$ cat src/hwr_consts.vh
// Constants for the halt, wake-up and reset sequencer.
// Assumes inclusion by bare name from the design files in the same folder.
`ifndef HWR_CONSTS_VH
`define HWR_CONSTS_VH

// ---------------------------------------------------------------------------
// Register map (byte addresses, one aligned word each)
// ---------------------------------------------------------------------------
`define HWR_OFS_RTC_CTRL     8'h00
`define HWR_OFS_STATUS       8'h04
`define HWR_OFS_WAKE_EN      8'h08
`define HWR_OFS_CMD          8'h0C

// ---------------------------------------------------------------------------
// Fields
// ---------------------------------------------------------------------------
`define HWR_RTC_SEL_LSB      0
`define HWR_RTC_SEL_MSB      2
`define HWR_RTC_IE_BIT       3
`define HWR_RTC_T0SRC_BIT    4
`define HWR_ST_PDF_BIT       0
`define HWR_ST_TO_BIT        1
`define HWR_ST_RTF_BIT       2
`define HWR_ST_HALT_BIT      3
`define HWR_ST_SST_BIT       4
`define HWR_CMD_RTF_CLR_BIT  0

// ---------------------------------------------------------------------------
// Reset values and timing
// ---------------------------------------------------------------------------
`define HWR_RTC_CTRL_RST     5'h07
`define HWR_WAKE_EN_RST      8'h00
`define HWR_RTC_BASE_EXP     8
`define HWR_SST_CYCLES       1024
`define HWR_OPT_LOAD_CYCLES  16
`define HWR_RESP_OKAY        2'h0
`define HWR_RESP_SLVERR      2'h2

`endif

$ cat src/hwr_rtc_div.v
// RTC time-out divider: a free counter with a selectable tap.
// Assumes tick_i is a one-cycle pulse from RTC oscillator logic on clk_sys_i.
`timescale 1ns/100ps
`include "hwr_consts.vh"

module hwr_rtc_div #(
  parameter CNT_W = 15
) (
  input  wire       clk_sys_i,
  input  wire       rst_i,
  input  wire       tick_i,
  input  wire [2:0] sel_i,
  output reg        timeout_o
);

  reg [CNT_W-1:0] cnt_r;
  wire [CNT_W-1:0] cnt_nxt;
  wire [CNT_W-1:0] mask;

  assign cnt_nxt = cnt_r + {{(CNT_W-1){1'b0}}, 1'b1};
  // Code 0 divides by 2^8; each step doubles, code 7 gives 2^15.
  assign mask = (({{(CNT_W-1){1'b0}}, 1'b1}) << (`HWR_RTC_BASE_EXP + sel_i))
                - {{(CNT_W-1){1'b0}}, 1'b1};

  always @(posedge clk_sys_i) begin
    if (rst_i) begin
      cnt_r     <= {CNT_W{1'b0}};
      timeout_o <= 1'b0;
    end else begin
      timeout_o <= 1'b0;
      if (tick_i) begin
        cnt_r <= cnt_nxt;
        if ((cnt_nxt & mask) == {CNT_W{1'b0}})
          timeout_o <= 1'b1;
      end
    end
  end

endmodule

$ cat src/hwr_seq.v
// Halt, wake-up and reset sequencer with RTC time-out and AXI4-Lite registers.
// Assumes a core on clk_sys_i that issues halt and watchdog-clear pulses,
// and asynchronous pins for the external reset and port A wake-up.
// Functional notes
// - Three-bit code picks RTC divisor 2^8 up to 2^15.
// - Each RTC time-out sets the RTC interrupt request flag.
// - Enabled RTC time-out with stack not full calls vector 18H.
// - RTC time-out is offered as a clock source for timer 0.
// - Power-down stops the system clock; RTC or watchdog oscillator runs.
// - Power-down keeps memory, registers and port states.
// - Halt clears and restarts watchdog when on own or RTC oscillator.
// - Halt sets the power-down flag and clears the time-out flag.
// - Display timing keeps running in power-down on the slow oscillator.
// - Wake on reset pin, interrupt, port A fall or watchdog overflow.
// - Power-down flag clears at power-up and on watchdog-clear instruction.
// - Watchdog wake resets only program counter and stack pointer.
// - Each port A pin is enabled separately; wake resumes after halt.
// - Disabled interrupt or full stack resumes at next instruction.
// - A flag set before halt cannot wake the device.
// - Wait 1024 system clocks after a watchdog, interrupt or port A wake before resuming.
// - Time-out and power-down flags encode the reset cause.
// - Full chip reset on reset pin or normal watchdog time-out.
// - Chip reset loads defaults: PC zero, interrupts off, ports input.
// - Reset and power-on add an option load delay.
// - Normal watchdog overflow chip-resets and sets the time-out flag.
`timescale 1ns/100ps
`include "hwr_consts.vh"

module hwr_seq #(
  parameter PA_W       = 8,
  parameter SST_CYC    = `HWR_SST_CYCLES,
  parameter OPT_CYC    = `HWR_OPT_LOAD_CYCLES
) (
  input  wire            clk_sys_i,
  input  wire            rst_i,
  input  wire            ext_reset_pin_n_i,
  input  wire [PA_W-1:0] port_a_i,
  input  wire            halt_instr_i,
  input  wire            watchdog_clear_instr_i,
  input  wire            wdt_overflow_i,
  input  wire            wdt_on_slow_osc_i,
  input  wire            slow_osc_sel_i,
  input  wire            irq_pending_i,
  input  wire            irq_enabled_i,
  input  wire            stack_full_i,
  input  wire            rtc_tick_i,
  input  wire [31:0]     s_axi_awaddr,
  input  wire            s_axi_awvalid,
  output wire            s_axi_awready,
  input  wire [31:0]     s_axi_wdata,
  input  wire [3:0]      s_axi_wstrb,
  input  wire            s_axi_wvalid,
  output wire            s_axi_wready,
  output reg  [1:0]      s_axi_bresp,
  output reg             s_axi_bvalid,
  input  wire            s_axi_bready,
  input  wire [31:0]     s_axi_araddr,
  input  wire            s_axi_arvalid,
  output wire            s_axi_arready,
  output reg  [31:0]     s_axi_rdata,
  output reg  [1:0]      s_axi_rresp,
  output reg             s_axi_rvalid,
  input  wire            s_axi_rready,
  output reg             sys_clk_en_o,
  output wire            slow_osc_run_o,
  output wire            lcd_clk_run_o,
  output reg             hold_state_o,
  output reg             chip_reset_o,
  output reg             warm_reset_o,
  output reg             wdt_clear_o,
  output reg             resume_next_o,
  output reg             irq_call_o,
  output wire            rtc_irq_call_o,
  output wire            rtc_t0_clk_o,
  output reg             powerdown_flag_o,
  output reg             timeout_flag_o
);

  // -------------------------------------------------------------------------
  // States
  // -------------------------------------------------------------------------
  localparam [2:0] ST_OPTLD = 3'h0;
  localparam [2:0] ST_RUN   = 3'h1;
  localparam [2:0] ST_HALT  = 3'h2;
  localparam [2:0] ST_SST   = 3'h3;

  localparam W_NONE = 2'h0;
  localparam W_PORT = 2'h1;
  localparam W_IRQ  = 2'h2;
  localparam W_WDT  = 2'h3;

  localparam [10:0] SST_LAST = SST_CYC - 1;
  localparam [10:0] OPT_LAST = OPT_CYC - 1;

  // -------------------------------------------------------------------------
  // Pin synchronisers
  // -------------------------------------------------------------------------
  reg [2:0]      rst_pin_s_r;
  reg [PA_W-1:0] pa_s1_r;
  reg [PA_W-1:0] pa_s2_r;
  reg [PA_W-1:0] pa_s3_r;
  reg            rst_pin_low_r;
  reg [PA_W-1:0] pa_stable_r;

  // A change is accepted only when the second and third stages agree.
  always @(posedge clk_sys_i) begin
    if (rst_i) begin
      rst_pin_s_r   <= 3'h7;
      pa_s1_r       <= {PA_W{1'b1}};
      pa_s2_r       <= {PA_W{1'b1}};
      pa_s3_r       <= {PA_W{1'b1}};
      rst_pin_low_r <= 1'b0;
      pa_stable_r   <= {PA_W{1'b1}};
    end else begin
      rst_pin_s_r <= {rst_pin_s_r[1:0], ext_reset_pin_n_i};
      pa_s1_r     <= port_a_i;
      pa_s2_r     <= pa_s1_r;
      pa_s3_r     <= pa_s2_r;
      if (rst_pin_s_r[1] == rst_pin_s_r[2])
        rst_pin_low_r <= ~rst_pin_s_r[2];
      pa_stable_r <= (pa_s2_r & pa_s3_r) | (pa_stable_r & (pa_s2_r | pa_s3_r));
    end
  end

  wire [PA_W-1:0] pa_agree_val;
  assign pa_agree_val = (pa_s2_r & pa_s3_r) | (pa_stable_r & (pa_s2_r | pa_s3_r));

  // -------------------------------------------------------------------------
  // Registers
  // -------------------------------------------------------------------------
  reg [2:0]      rtc_sel_r;
  reg            rtc_ie_r;
  reg            rtc_t0src_r;
  reg [PA_W-1:0] wake_en_r;
  reg            rtc_irq_flag_r;
  reg [2:0]      state_r;
  reg [10:0]     cnt_r;
  reg [1:0]      wake_src_r;
  reg            irq_block_r;

  wire rtc_timeout;
  wire rtc_flag_clr;

  hwr_rtc_div #(
    .CNT_W     (15)
  ) u_rtc_div (
    .clk_sys_i (clk_sys_i),
    .rst_i     (rst_i),
    .tick_i    (rtc_tick_i),
    .sel_i     (rtc_sel_r),
    .timeout_o (rtc_timeout)
  );

  assign rtc_t0_clk_o   = rtc_t0src_r & rtc_timeout;
  assign rtc_irq_call_o = rtc_irq_flag_r & rtc_ie_r & ~stack_full_i &
                          (state_r == ST_RUN);
  assign slow_osc_run_o = slow_osc_sel_i;
  assign lcd_clk_run_o  = sys_clk_en_o | slow_osc_sel_i;

  // -------------------------------------------------------------------------
  // AXI4-Lite slave
  // -------------------------------------------------------------------------
  reg        aw_hold_r;
  reg        w_hold_r;
  reg [7:0]  aw_addr_r;
  reg [31:0] w_data_r;
  reg [3:0]  w_strb_r;

  assign s_axi_awready = ~aw_hold_r & ~s_axi_bvalid;
  assign s_axi_wready  = ~w_hold_r & ~s_axi_bvalid;
  assign s_axi_arready = ~s_axi_rvalid;

  wire wr_go;
  assign wr_go = aw_hold_r & w_hold_r;
  assign rtc_flag_clr = wr_go && (aw_addr_r == `HWR_OFS_CMD) && w_strb_r[0] &&
                        w_data_r[`HWR_CMD_RTF_CLR_BIT];

  function addr_ok;
    input [7:0] a;
    begin
      addr_ok = (a == `HWR_OFS_RTC_CTRL) || (a == `HWR_OFS_STATUS) ||
                (a == `HWR_OFS_WAKE_EN) || (a == `HWR_OFS_CMD);
    end
  endfunction

  always @(posedge clk_sys_i) begin
    if (rst_i) begin
      aw_hold_r    <= 1'b0;
      w_hold_r     <= 1'b0;
      aw_addr_r    <= 8'h00;
      w_data_r     <= 32'h00000000;
      w_strb_r     <= 4'h0;
      s_axi_bvalid <= 1'b0;
      s_axi_bresp  <= `HWR_RESP_OKAY;
      s_axi_rvalid <= 1'b0;
      s_axi_rresp  <= `HWR_RESP_OKAY;
      s_axi_rdata  <= 32'h00000000;
      {rtc_t0src_r, rtc_ie_r, rtc_sel_r} <= `HWR_RTC_CTRL_RST;
      wake_en_r    <= `HWR_WAKE_EN_RST;
    end else begin
      if (s_axi_awvalid && s_axi_awready) begin
        aw_hold_r <= 1'b1;
        aw_addr_r <= s_axi_awaddr[7:0];
      end
      if (s_axi_wvalid && s_axi_wready) begin
        w_hold_r <= 1'b1;
        w_data_r <= s_axi_wdata;
        w_strb_r <= s_axi_wstrb;
      end
      if (wr_go) begin
        aw_hold_r    <= 1'b0;
        w_hold_r     <= 1'b0;
        s_axi_bvalid <= 1'b1;
        s_axi_bresp  <= addr_ok(aw_addr_r) ? `HWR_RESP_OKAY : `HWR_RESP_SLVERR;
        // Software should keep codes at 4 and above; low codes are still honoured.
        if (aw_addr_r == `HWR_OFS_RTC_CTRL && w_strb_r[0]) begin
          rtc_sel_r   <= w_data_r[`HWR_RTC_SEL_MSB:`HWR_RTC_SEL_LSB];
          rtc_ie_r    <= w_data_r[`HWR_RTC_IE_BIT];
          rtc_t0src_r <= w_data_r[`HWR_RTC_T0SRC_BIT];
        end
        if (aw_addr_r == `HWR_OFS_WAKE_EN && w_strb_r[0])
          wake_en_r <= w_data_r[PA_W-1:0];
      end else if (s_axi_bvalid && s_axi_bready) begin
        s_axi_bvalid <= 1'b0;
      end
      if (s_axi_arvalid && s_axi_arready) begin
        s_axi_rvalid <= 1'b1;
        s_axi_rresp  <= addr_ok(s_axi_araddr[7:0]) ? `HWR_RESP_OKAY : `HWR_RESP_SLVERR;
        case (s_axi_araddr[7:0])
          `HWR_OFS_RTC_CTRL:
            s_axi_rdata <= {27'h0000000, rtc_t0src_r, rtc_ie_r, rtc_sel_r};
          `HWR_OFS_STATUS:
            s_axi_rdata <= {27'h0000000, state_r == ST_SST, state_r == ST_HALT,
                            rtc_irq_flag_r, timeout_flag_o, powerdown_flag_o};
          `HWR_OFS_WAKE_EN:
            s_axi_rdata <= {{(32-PA_W){1'b0}}, wake_en_r};
          default:
            s_axi_rdata <= 32'h00000000;
        endcase
      end else if (s_axi_rvalid && s_axi_rready) begin
        s_axi_rvalid <= 1'b0;
      end
      if (chip_reset_o) {rtc_t0src_r, rtc_ie_r, rtc_sel_r} <= `HWR_RTC_CTRL_RST;
    end
  end

  // -------------------------------------------------------------------------
  // RTC interrupt request flag: a time-out wins over a clear.
  // -------------------------------------------------------------------------
  always @(posedge clk_sys_i) begin
    if (rst_i)
      rtc_irq_flag_r <= 1'b0;
    else if (rtc_timeout)
      rtc_irq_flag_r <= 1'b1;
    else if (rtc_flag_clr)
      rtc_irq_flag_r <= 1'b0;
  end

  // -------------------------------------------------------------------------
  // Sequencer
  // -------------------------------------------------------------------------
  wire [PA_W-1:0] pa_fall;
  wire            irq_wake;
  assign pa_fall  = pa_stable_r & ~pa_agree_val & wake_en_r;
  // A request already pending at halt is masked until it drops.
  assign irq_wake = irq_pending_i & ~irq_block_r;

  always @(posedge clk_sys_i) begin
    if (rst_i) begin
      state_r          <= ST_OPTLD;
      cnt_r            <= 11'h000;
      wake_src_r       <= W_NONE;
      irq_block_r      <= 1'b0;
      sys_clk_en_o     <= 1'b0;
      hold_state_o     <= 1'b1;
      chip_reset_o     <= 1'b1;
      warm_reset_o     <= 1'b0;
      wdt_clear_o      <= 1'b0;
      resume_next_o    <= 1'b0;
      irq_call_o       <= 1'b0;
      powerdown_flag_o <= 1'b0;
      timeout_flag_o   <= 1'b0;
    end else begin
      wdt_clear_o   <= 1'b0;
      warm_reset_o  <= 1'b0;
      resume_next_o <= 1'b0;
      irq_call_o    <= 1'b0;
      chip_reset_o  <= 1'b0;
      if (rst_pin_low_r) begin
        // Chip reset from the pin; a pin wake from halt reports 01.
        if (state_r == ST_HALT) begin
          timeout_flag_o   <= 1'b0;
          powerdown_flag_o <= 1'b1;
        end
        chip_reset_o <= 1'b1;
        wdt_clear_o  <= 1'b1;
        sys_clk_en_o <= 1'b0;
        hold_state_o <= 1'b1;
        cnt_r        <= 11'h000;
        state_r      <= ST_OPTLD;
      end else begin
        case (state_r)
          ST_OPTLD: begin
            chip_reset_o <= 1'b1;
            if (cnt_r == OPT_LAST) begin
              cnt_r        <= 11'h000;
              sys_clk_en_o <= 1'b1;
              hold_state_o <= 1'b0;
              state_r      <= ST_RUN;
            end else begin
              cnt_r <= cnt_r + 11'h001;
            end
          end
          ST_RUN: begin
            if (wdt_overflow_i) begin
              timeout_flag_o <= 1'b1;
              chip_reset_o   <= 1'b1;
              wdt_clear_o    <= 1'b1;
              sys_clk_en_o   <= 1'b0;
              hold_state_o   <= 1'b1;
              cnt_r          <= 11'h000;
              state_r        <= ST_OPTLD;
            end else if (halt_instr_i) begin
              powerdown_flag_o <= 1'b1;
              timeout_flag_o   <= 1'b0;
              wdt_clear_o      <= wdt_on_slow_osc_i;
              irq_block_r      <= irq_pending_i;
              sys_clk_en_o     <= 1'b0;
              hold_state_o     <= 1'b1;
              state_r          <= ST_HALT;
            end else if (watchdog_clear_instr_i) begin
              powerdown_flag_o <= 1'b0;
            end
          end
          ST_HALT: begin
            if (!irq_pending_i)
              irq_block_r <= 1'b0;
            if (wdt_overflow_i) begin
              timeout_flag_o   <= 1'b1;
              powerdown_flag_o <= 1'b1;
              wake_src_r       <= W_WDT;
              state_r          <= ST_SST;
            end else if (irq_wake) begin
              wake_src_r <= W_IRQ;
              state_r    <= ST_SST;
            end else if (pa_fall != {PA_W{1'b0}}) begin
              wake_src_r <= W_PORT;
              state_r    <= ST_SST;
            end
            cnt_r <= 11'h000;
          end
          ST_SST: begin
            if (cnt_r == SST_LAST) begin
              cnt_r        <= 11'h000;
              sys_clk_en_o <= 1'b1;
              hold_state_o <= 1'b0;
              state_r      <= ST_RUN;
              case (wake_src_r)
                W_WDT:   warm_reset_o  <= 1'b1;
                W_IRQ:   begin
                  irq_call_o    <= irq_enabled_i & ~stack_full_i;
                  resume_next_o <= ~(irq_enabled_i & ~stack_full_i);
                end
                W_PORT:  resume_next_o <= 1'b1;
                default: resume_next_o <= 1'b1;
              endcase
            end else begin
              cnt_r <= cnt_r + 11'h001;
            end
          end
          default: begin
            state_r <= ST_OPTLD;
            cnt_r   <= 11'h000;
          end
        endcase
      end
    end
  end

endmodule

$ cat config.mk
export PLATFORM = sky130hd
export DESIGN_NAME = hwr_seq
export DESIGN_NICKNAME = d
export VERILOG_FILES = /design/src/hwr_rtc_div.v /design/src/hwr_seq.v
export VERILOG_INCLUDE_DIRS = /design/src
export SDC_FILE = /design/constraint.sdc
export NUM_CORES = 1
export LEC_CHECK = 0
export ABC_AREA = 1
export ABC_CLOCK_PERIOD_IN_PS = 3130
export BUFFER_PORTS_ARGS = -buffer_cell sky130_fd_sc_hd__buf_2
export CORE_ASPECT_RATIO = 0.9
export CORE_MARGIN = 5
export CORE_UTILIZATION = 45
export DETAILED_ROUTE_END_ITERATION = 12
export PLACE_DENSITY = 0.8
export SETUP_SLACK_MARGIN = 0.3
export SLEW_MARGIN = 20
export SYNTH_ARGS = -nofsm -noshare
export SYNTH_HDL_FRONTEND = slang
export SYNTH_SLANG_ARGS = --single-unit
$ cat constraint.sdc
create_clock -name clk_sys_i -period 3.13 [get_ports clk_sys_i]
set_input_delay 0.626 -clock clk_sys_i [delete_from_list [all_inputs] [get_ports clk_sys_i]]
set_output_delay 0.626 -clock clk_sys_i [all_outputs]
set_load 0.03 [all_outputs]
## After elaboration in Yosys (flattened, before gate mapping)

Index checks and enable logic that the tools add are counted.

- Bits of input ports: 125
- Register bits after elaboration: 149
- Output and inout bits: 54
- Logic and storage cells: 198

- Bitwise operators: 31
- Shifts and indexed selects: 1
- Equality and inequality tests: 27
- Mux-type cells: 58
- Reduce and logical (&&, ||, !) cells: 41
- Add/sub/neg operators: 4

Operators with widths:

| cell | number |
|---|---|
| $mux W1 | 33 |
| $mux W11 | 3 |
| $pmux W11 S3 | 1 |
| $and A8 B8 Y8 | 4 |
| $eq A8 B4 Y1 const B | 4 |
| $shl A1 B32 Y15 const A | 1 |
| $pmux W8 S3 | 1 |
| $mux W3 | 7 |
| $eq A8 B3 Y1 const B | 2 |
| $logic_not A8 Y1 | 2 |
| $or A8 B8 Y8 | 2 |
| $add A15 B1 Y15 const B | 1 |
| $and A15 B15 Y15 | 1 |
| $logic_not A15 Y1 | 1 |
| $sub A15 B1 Y15 const B | 1 |
| $not A1 Y1 | 13 |
| $pmux W3 S4 | 1 |
| $reduce_and A4 Y1 | 3 |
| $add A11 B1 Y11 const B | 1 |
| $eq A11 B10 Y1 const B | 1 |
| $eq A11 B4 Y1 const B | 1 |
| $logic_and A1 B1 Y1 | 10 |
| $mux W2 | 5 |
| $ne A2 B2 Y1 const B | 5 |
| 25 further kinds | 58 |

## Depth between registers and ports, before layout

- Depth in word-level cells: 11
- Gate-level depth with buffers: 14

## Hierarchy

Synthesis repeated with hierarchy kept, for this count alone.

- Cells, all modules: 778
- Area, all modules: 5642.9 um^2

By module, submodules not included:

| module | seq. area each (um^2) | area an instance (um^2) | cells an instance | instances |
|---|---|---|---|---|
| hwr_seq | 2122.0 | 4496.8 | 588 | 1 |
| hwr_rtc_div | 320.3 | 1146.1 | 190 | 1 |

## Least setup slack after synthesis

No wires, ideal clock.

- Path type: input-to-output
- Start point: input stack_full_i
- End point: output rtc_irq_call_o
- Slack: 1345 ps
- Stages: 3
- Buffers on the path: 0
- Required time: 2504 ps
- Data arrival time: 1159 ps
- Cell sequence: inv_1 nand3_1 nor2_1

- Longest elaborated chain between the ends: 3

Ends and longest elaborated chain:

| item | RTL line | text |
|---|---|---|
| from (decl) | hwr_seq.v:45 | `input wire stack_full_i,` |
| $not A1 Y1 | hwr_seq.v:155 | `assign rtc_irq_call_o = rtc_irq_flag_r & rtc_ie_r & ~stack_full_i &` |
| $and A1 B1 Y1 (2 in series) | hwr_seq.v:155 |  |
| to (decl) | hwr_seq.v:73 | `output wire rtc_irq_call_o,` |

No other way between the ends.

## Worst setup path after layout

- Start point: register state_r[1]
- End point: output rtc_irq_call_o

- Longest elaborated chain between the ends: 2

Ends and longest elaborated chain:

| item | RTL line | text |
|---|---|---|
| from (decl) | hwr_seq.v:136 | `reg [2:0] state_r;` |
| from (signal assigned) | hwr_seq.v:270 | `state_r <= ST_OPTLD;` |
| from (signal assigned) | hwr_seq.v:300 | `state_r <= ST_OPTLD;` |
| from (signal assigned) | hwr_seq.v:309 | `state_r <= ST_RUN;` |
| $eq A3 B1 Y1 | hwr_seq.v:156 | `(state_r == ST_RUN);` |
| $and A1 B1 Y1 | hwr_seq.v:155 |  |

No other way between the ends.

==> results by group <==
STA
  • Post-route clock period utilization: around 71%
  • FMAX: about 450 MHz
  • Setup total negative slack: 0 ns
  • Setup violation total in the final timing report: 0
  • Final critical-path required period: about 2.2 ns
  • Number of max-slew violations in the final report: 0
  • Slew margin rel.: between 40% and 50%
  • Slew of the pin with the lowest slew margin: 0.784 ns
  • Max Clock Skew: between 0.006 and 0.007 ns
  • Final hold violations: 0
  • Setup repair after global routing missed its margin: false

Worst setup path
  • Critical Path Source Type: register
  • Req. time, crit path: 2.50 ns
  • Critical path class: register to output pin
  • Data arrival time at the worst-slack endpoint: ~1.6 ns
  • Maximum fanout along the worst path: 5
  • Setup crit end kind: output pin

Layout
  • Post-layout utilization of the core: 54.7%
  • Diode count: 0
  • Area overhead of the layout relative to synthesis: 18.4%
  • Fill cell instance count of the final layout: approximately 1.1k
  • Ratio of cells with drive above 1 in the final layout: a little under a fifth
  • Post-layout nets: 973

Drt
  • Drc violations: 0
  • Iteration-0 DRC Markers: approximately 320
  • Pre-antenna DRT Iters: 4
  • Wirelength per Cell: 12.3 um
  • Final Routed Wirelength: 12.5 mm
  • Total number of vias: around 4.9k
  • Mean number of vias per cell: 4.88
  • Number of antenna-violating nets in the routed design: 0

Yosys
  • Top cells by area in the synthesized netlist: sky130_fd_sc_hd__dfxtp_1, sky130_fd_sc_hd__nand2_1, sky130_fd_sc_hd__inv_1, sky130_fd_sc_hd__a21oi_1, sky130_fd_sc_hd__o21ai_0
  • Complex-gate fraction of the synthesized area: between 10 and 15%
  • Post-synthesis async set-or-reset flop share: 0%
  • Post-synth top flop: sky130_fd_sc_hd__dfxtp_1
  • Combinational family with the most area after synthesis: simple AND/OR/NAND/NOR gates
  • Sequential fraction of the synthesis area: 43.6%
  • Post-synthesis share of cell area spent on xor and xnor gates: roughly 1.4%
  • Fraction of synthesized cell area taken by the top area cell type: 43.6%
  • Mux share of post-synthesis cell area: 0%
  • Number of instances in the synthesized netlist: about 760
  • Cell taking the most area after synthesis: sky130_fd_sc_hd__dfxtp_1
  • Per-instance average area after synthesis: ~7.4 um^2
  • Number of register bits inferred by synthesis: approximately 120
  • Most used standard cell by instance count after synthesis: sky130_fd_sc_hd__nand2_1
  • Ys Warns: 0
  • Adder-Cell Fraction of Synth Area: ~1.8%
  • Synthesized area: ~5600 um^2
  • Count of flip-flops with a built-in enable after synthesis: 0
  • Number of distinct standard cells referenced by the synthesized netlist: 38
  • Top cells by instance count after synthesis: sky130_fd_sc_hd__nand2_1, sky130_fd_sc_hd__dfxtp_1, sky130_fd_sc_hd__inv_1
  • Simple-gate area share of the yosys netlist: between 20 and 30%

Placement
  • Quantity of I/O buffers inserted on ports: between 70 and 80
  • DP Wirelength: between 9 and 10 mm
  • Final Wtd Congestion: ~0.88

Power
  • Clock power share: roughly 44%
  • Switching share of total power: 29.2%
  • Maximum vdd drop: ~0.38 mV
  • Comb power frac: between 10% and 20%
  • Sequential share of power: 39.4%
  • Internal power summed over all cells: ~0.0031 W
  • P_sw: roughly 0.0013 W
  • Power density cells: 670 nW/um^2
  • Leakage dissipation: between 3 and 4 nW

Die
  • Width of the die: ~130 um
  • Die Height: around 120 um
  • Boundary pin count: approximately 180
  • Starting utilization of the core area: 46.2%
  • Full die area: 14800 um^2
  • Std cell rows: 38
  • Std-Cell Core Area: between 10000 and 15000 um^2

Global routing
  • Vias in the first global route: roughly 4.4k
  • Pin count of the biggest net entering global routing: 25
  • Global route overflow: 0
  • Total track usage: 17.3%
  • Wire length of the first global-routing pass: roughly 20 mm
  • Number of antenna violations at the first check in global routing: 0

Clock network
  • Clock-pin slew on the worst setup and hold paths: roughly 0.050 ns
  • Number of instances resized during post-cts repair: 0
  • Number of sinks handled by clock tree synthesis: between 100 and 150
  • CTS Root Buffer Type: sky130_fd_sc_hd__clkbuf_16
  • H-tree depth reported by CTS: 4
  • Worst skew pair latency: approximately 0.41 ns
  • Number of buffers added by the clock tree synthesis step: 17
  • Total of hold buffers inserted after clock tree synthesis: 0
  • Deepest clock path buffer count: 2
  • Number of buffers inserted to repair setup after CTS: 0
  • Clock tree from TritonCTS: yes

Min path
  • Min-delay worst type: input port to register

Run status
  • Outcome: finished clean

Job
  • Count of max-cap constraint violations: 0
## worst max-delay path, stage by stage, from the launching register on
cell	delay, ns
sky130_fd_sc_hd__dfxtp_1	0.35
sky130_fd_sc_hd__inv_1	0.11
sky130_fd_sc_hd__ha_1	0.25
sky130_fd_sc_hd__inv_1	0.12
sky130_fd_sc_hd__nor2_1	0.15
sky130_fd_sc_hd__buf_2	0.22
## power by group through the flow
| stage | logic, W | registers (W) | clock network (W) |
|---|---|---|---|
| floorplan | 0.000525 | 0.00182 | 0 |
| global placement | 0.000723 | 0.00178 | 0 |
| detailed placement | 0.000733 | 0.00178 | 0 |
| CTS | 0.000739 | 0.00175 | 0.00199 |
| global route | 0.000817 | 0.00176 | 0.00207 |
| finish | 0.000737 | 0.00175 | 0.00196 |
## sequential cells by signal (all words and copies together), names as in the netlist, 3 cells and up
signal,flops
w_data_r,8
pa_stable_r,8
pa_s1_r,8
s_axi_rdata,8
u_rtc_div.cnt_r,15
pa_s2_r,8
cnt_r,11
aw_addr_r,8
rst_pin_s_r,3
wake_en_r,8
rtc_sel_r,3
pa_s3_r,8
## per-stage QoR
stage	hold slack [ns]	instance area (um^2)	cells	setup slack, ns	power [W]
after global placement	0.393	6030	981	1.06	0.00250
final	0.393	6630	1013	0.904	0.00445
after detailed placement	0.396	6030	981	1.06	0.00252
after global routing	0.378	6630	1013	0.759	0.00465
after CTS	0.375	6630	1013	0.882	0.00448
after floorplan	0.389	5700	786	1.35	0.00235
## layout make-up
class / count / area (um^2) / share of cell area, %
Inverter: 101 / 384 / 5.79
Clock inverter: 15 / 176 / 2.66
Sequential cell: 122 / 2440 / 36.8
Timing Repair Buffer: 82 / 423 / 6.38
Multi-Input combinational cell: 516 / 2580 / 38.9
Clock buffer: 17 / 425 / 6.41
Tap cell: 160 / 200 / 3.02
## final timing paths
path | from | endpoint | slack (ns) | depth (start not counted)
worst min register to register | rst_pin_s_r[0]$_SDFF_PP1_ | rst_pin_s_r[1]$_SDFF_PP1_ | 0.41 | 1
worst min-delay path | port_a_i[6] | pa_s1_r[6]$_SDFF_PP1_ | 0.39 | 2
worst max register to register | state_r[1]$_SDFFE_PP0P_ | sys_clk_en_o$_SDFFE_PP0P_ | 1.00 | 10
worst max-delay path | state_r[1]$_SDFFE_PP0P_ | rtc_irq_call_o | 0.90 | 5
## logic make-up (layout without fill, tap and decap cells)
group,Yosys count,in the layout
AOI/OAI and AO/OA,145,145
buffers and inverters,148,215
DFF,122,122
and+or+nand+nor,328,328
adders and majority gates,8,8
xor gates and xnor gates,9,9
other,1,26
## per-layer routing
metal / global-route usage [%] / vias up / wire (um)
met5: 0 / - / 0
met4: 7.50 / 0 / 261
met3: 5.21 / 24 / 858
met2: 26.2 / 135 / 5350
met1: 23.0 / 2213 / 6010
li1: - / 2573 / -
## cells in the final DEF (no fill, tap or decap), drive strengths merged, types with 19 or more instances in the layout
cell type / n
nor2: 85
nand4: 21
conb: 26
o21ai: 63
or2: 19
nand3: 52
dfxtp: 122
nand2: 141
a21oi: 62
buf: 82
inv: 99
Note: power is estimated with default switching activity, not from simulation.
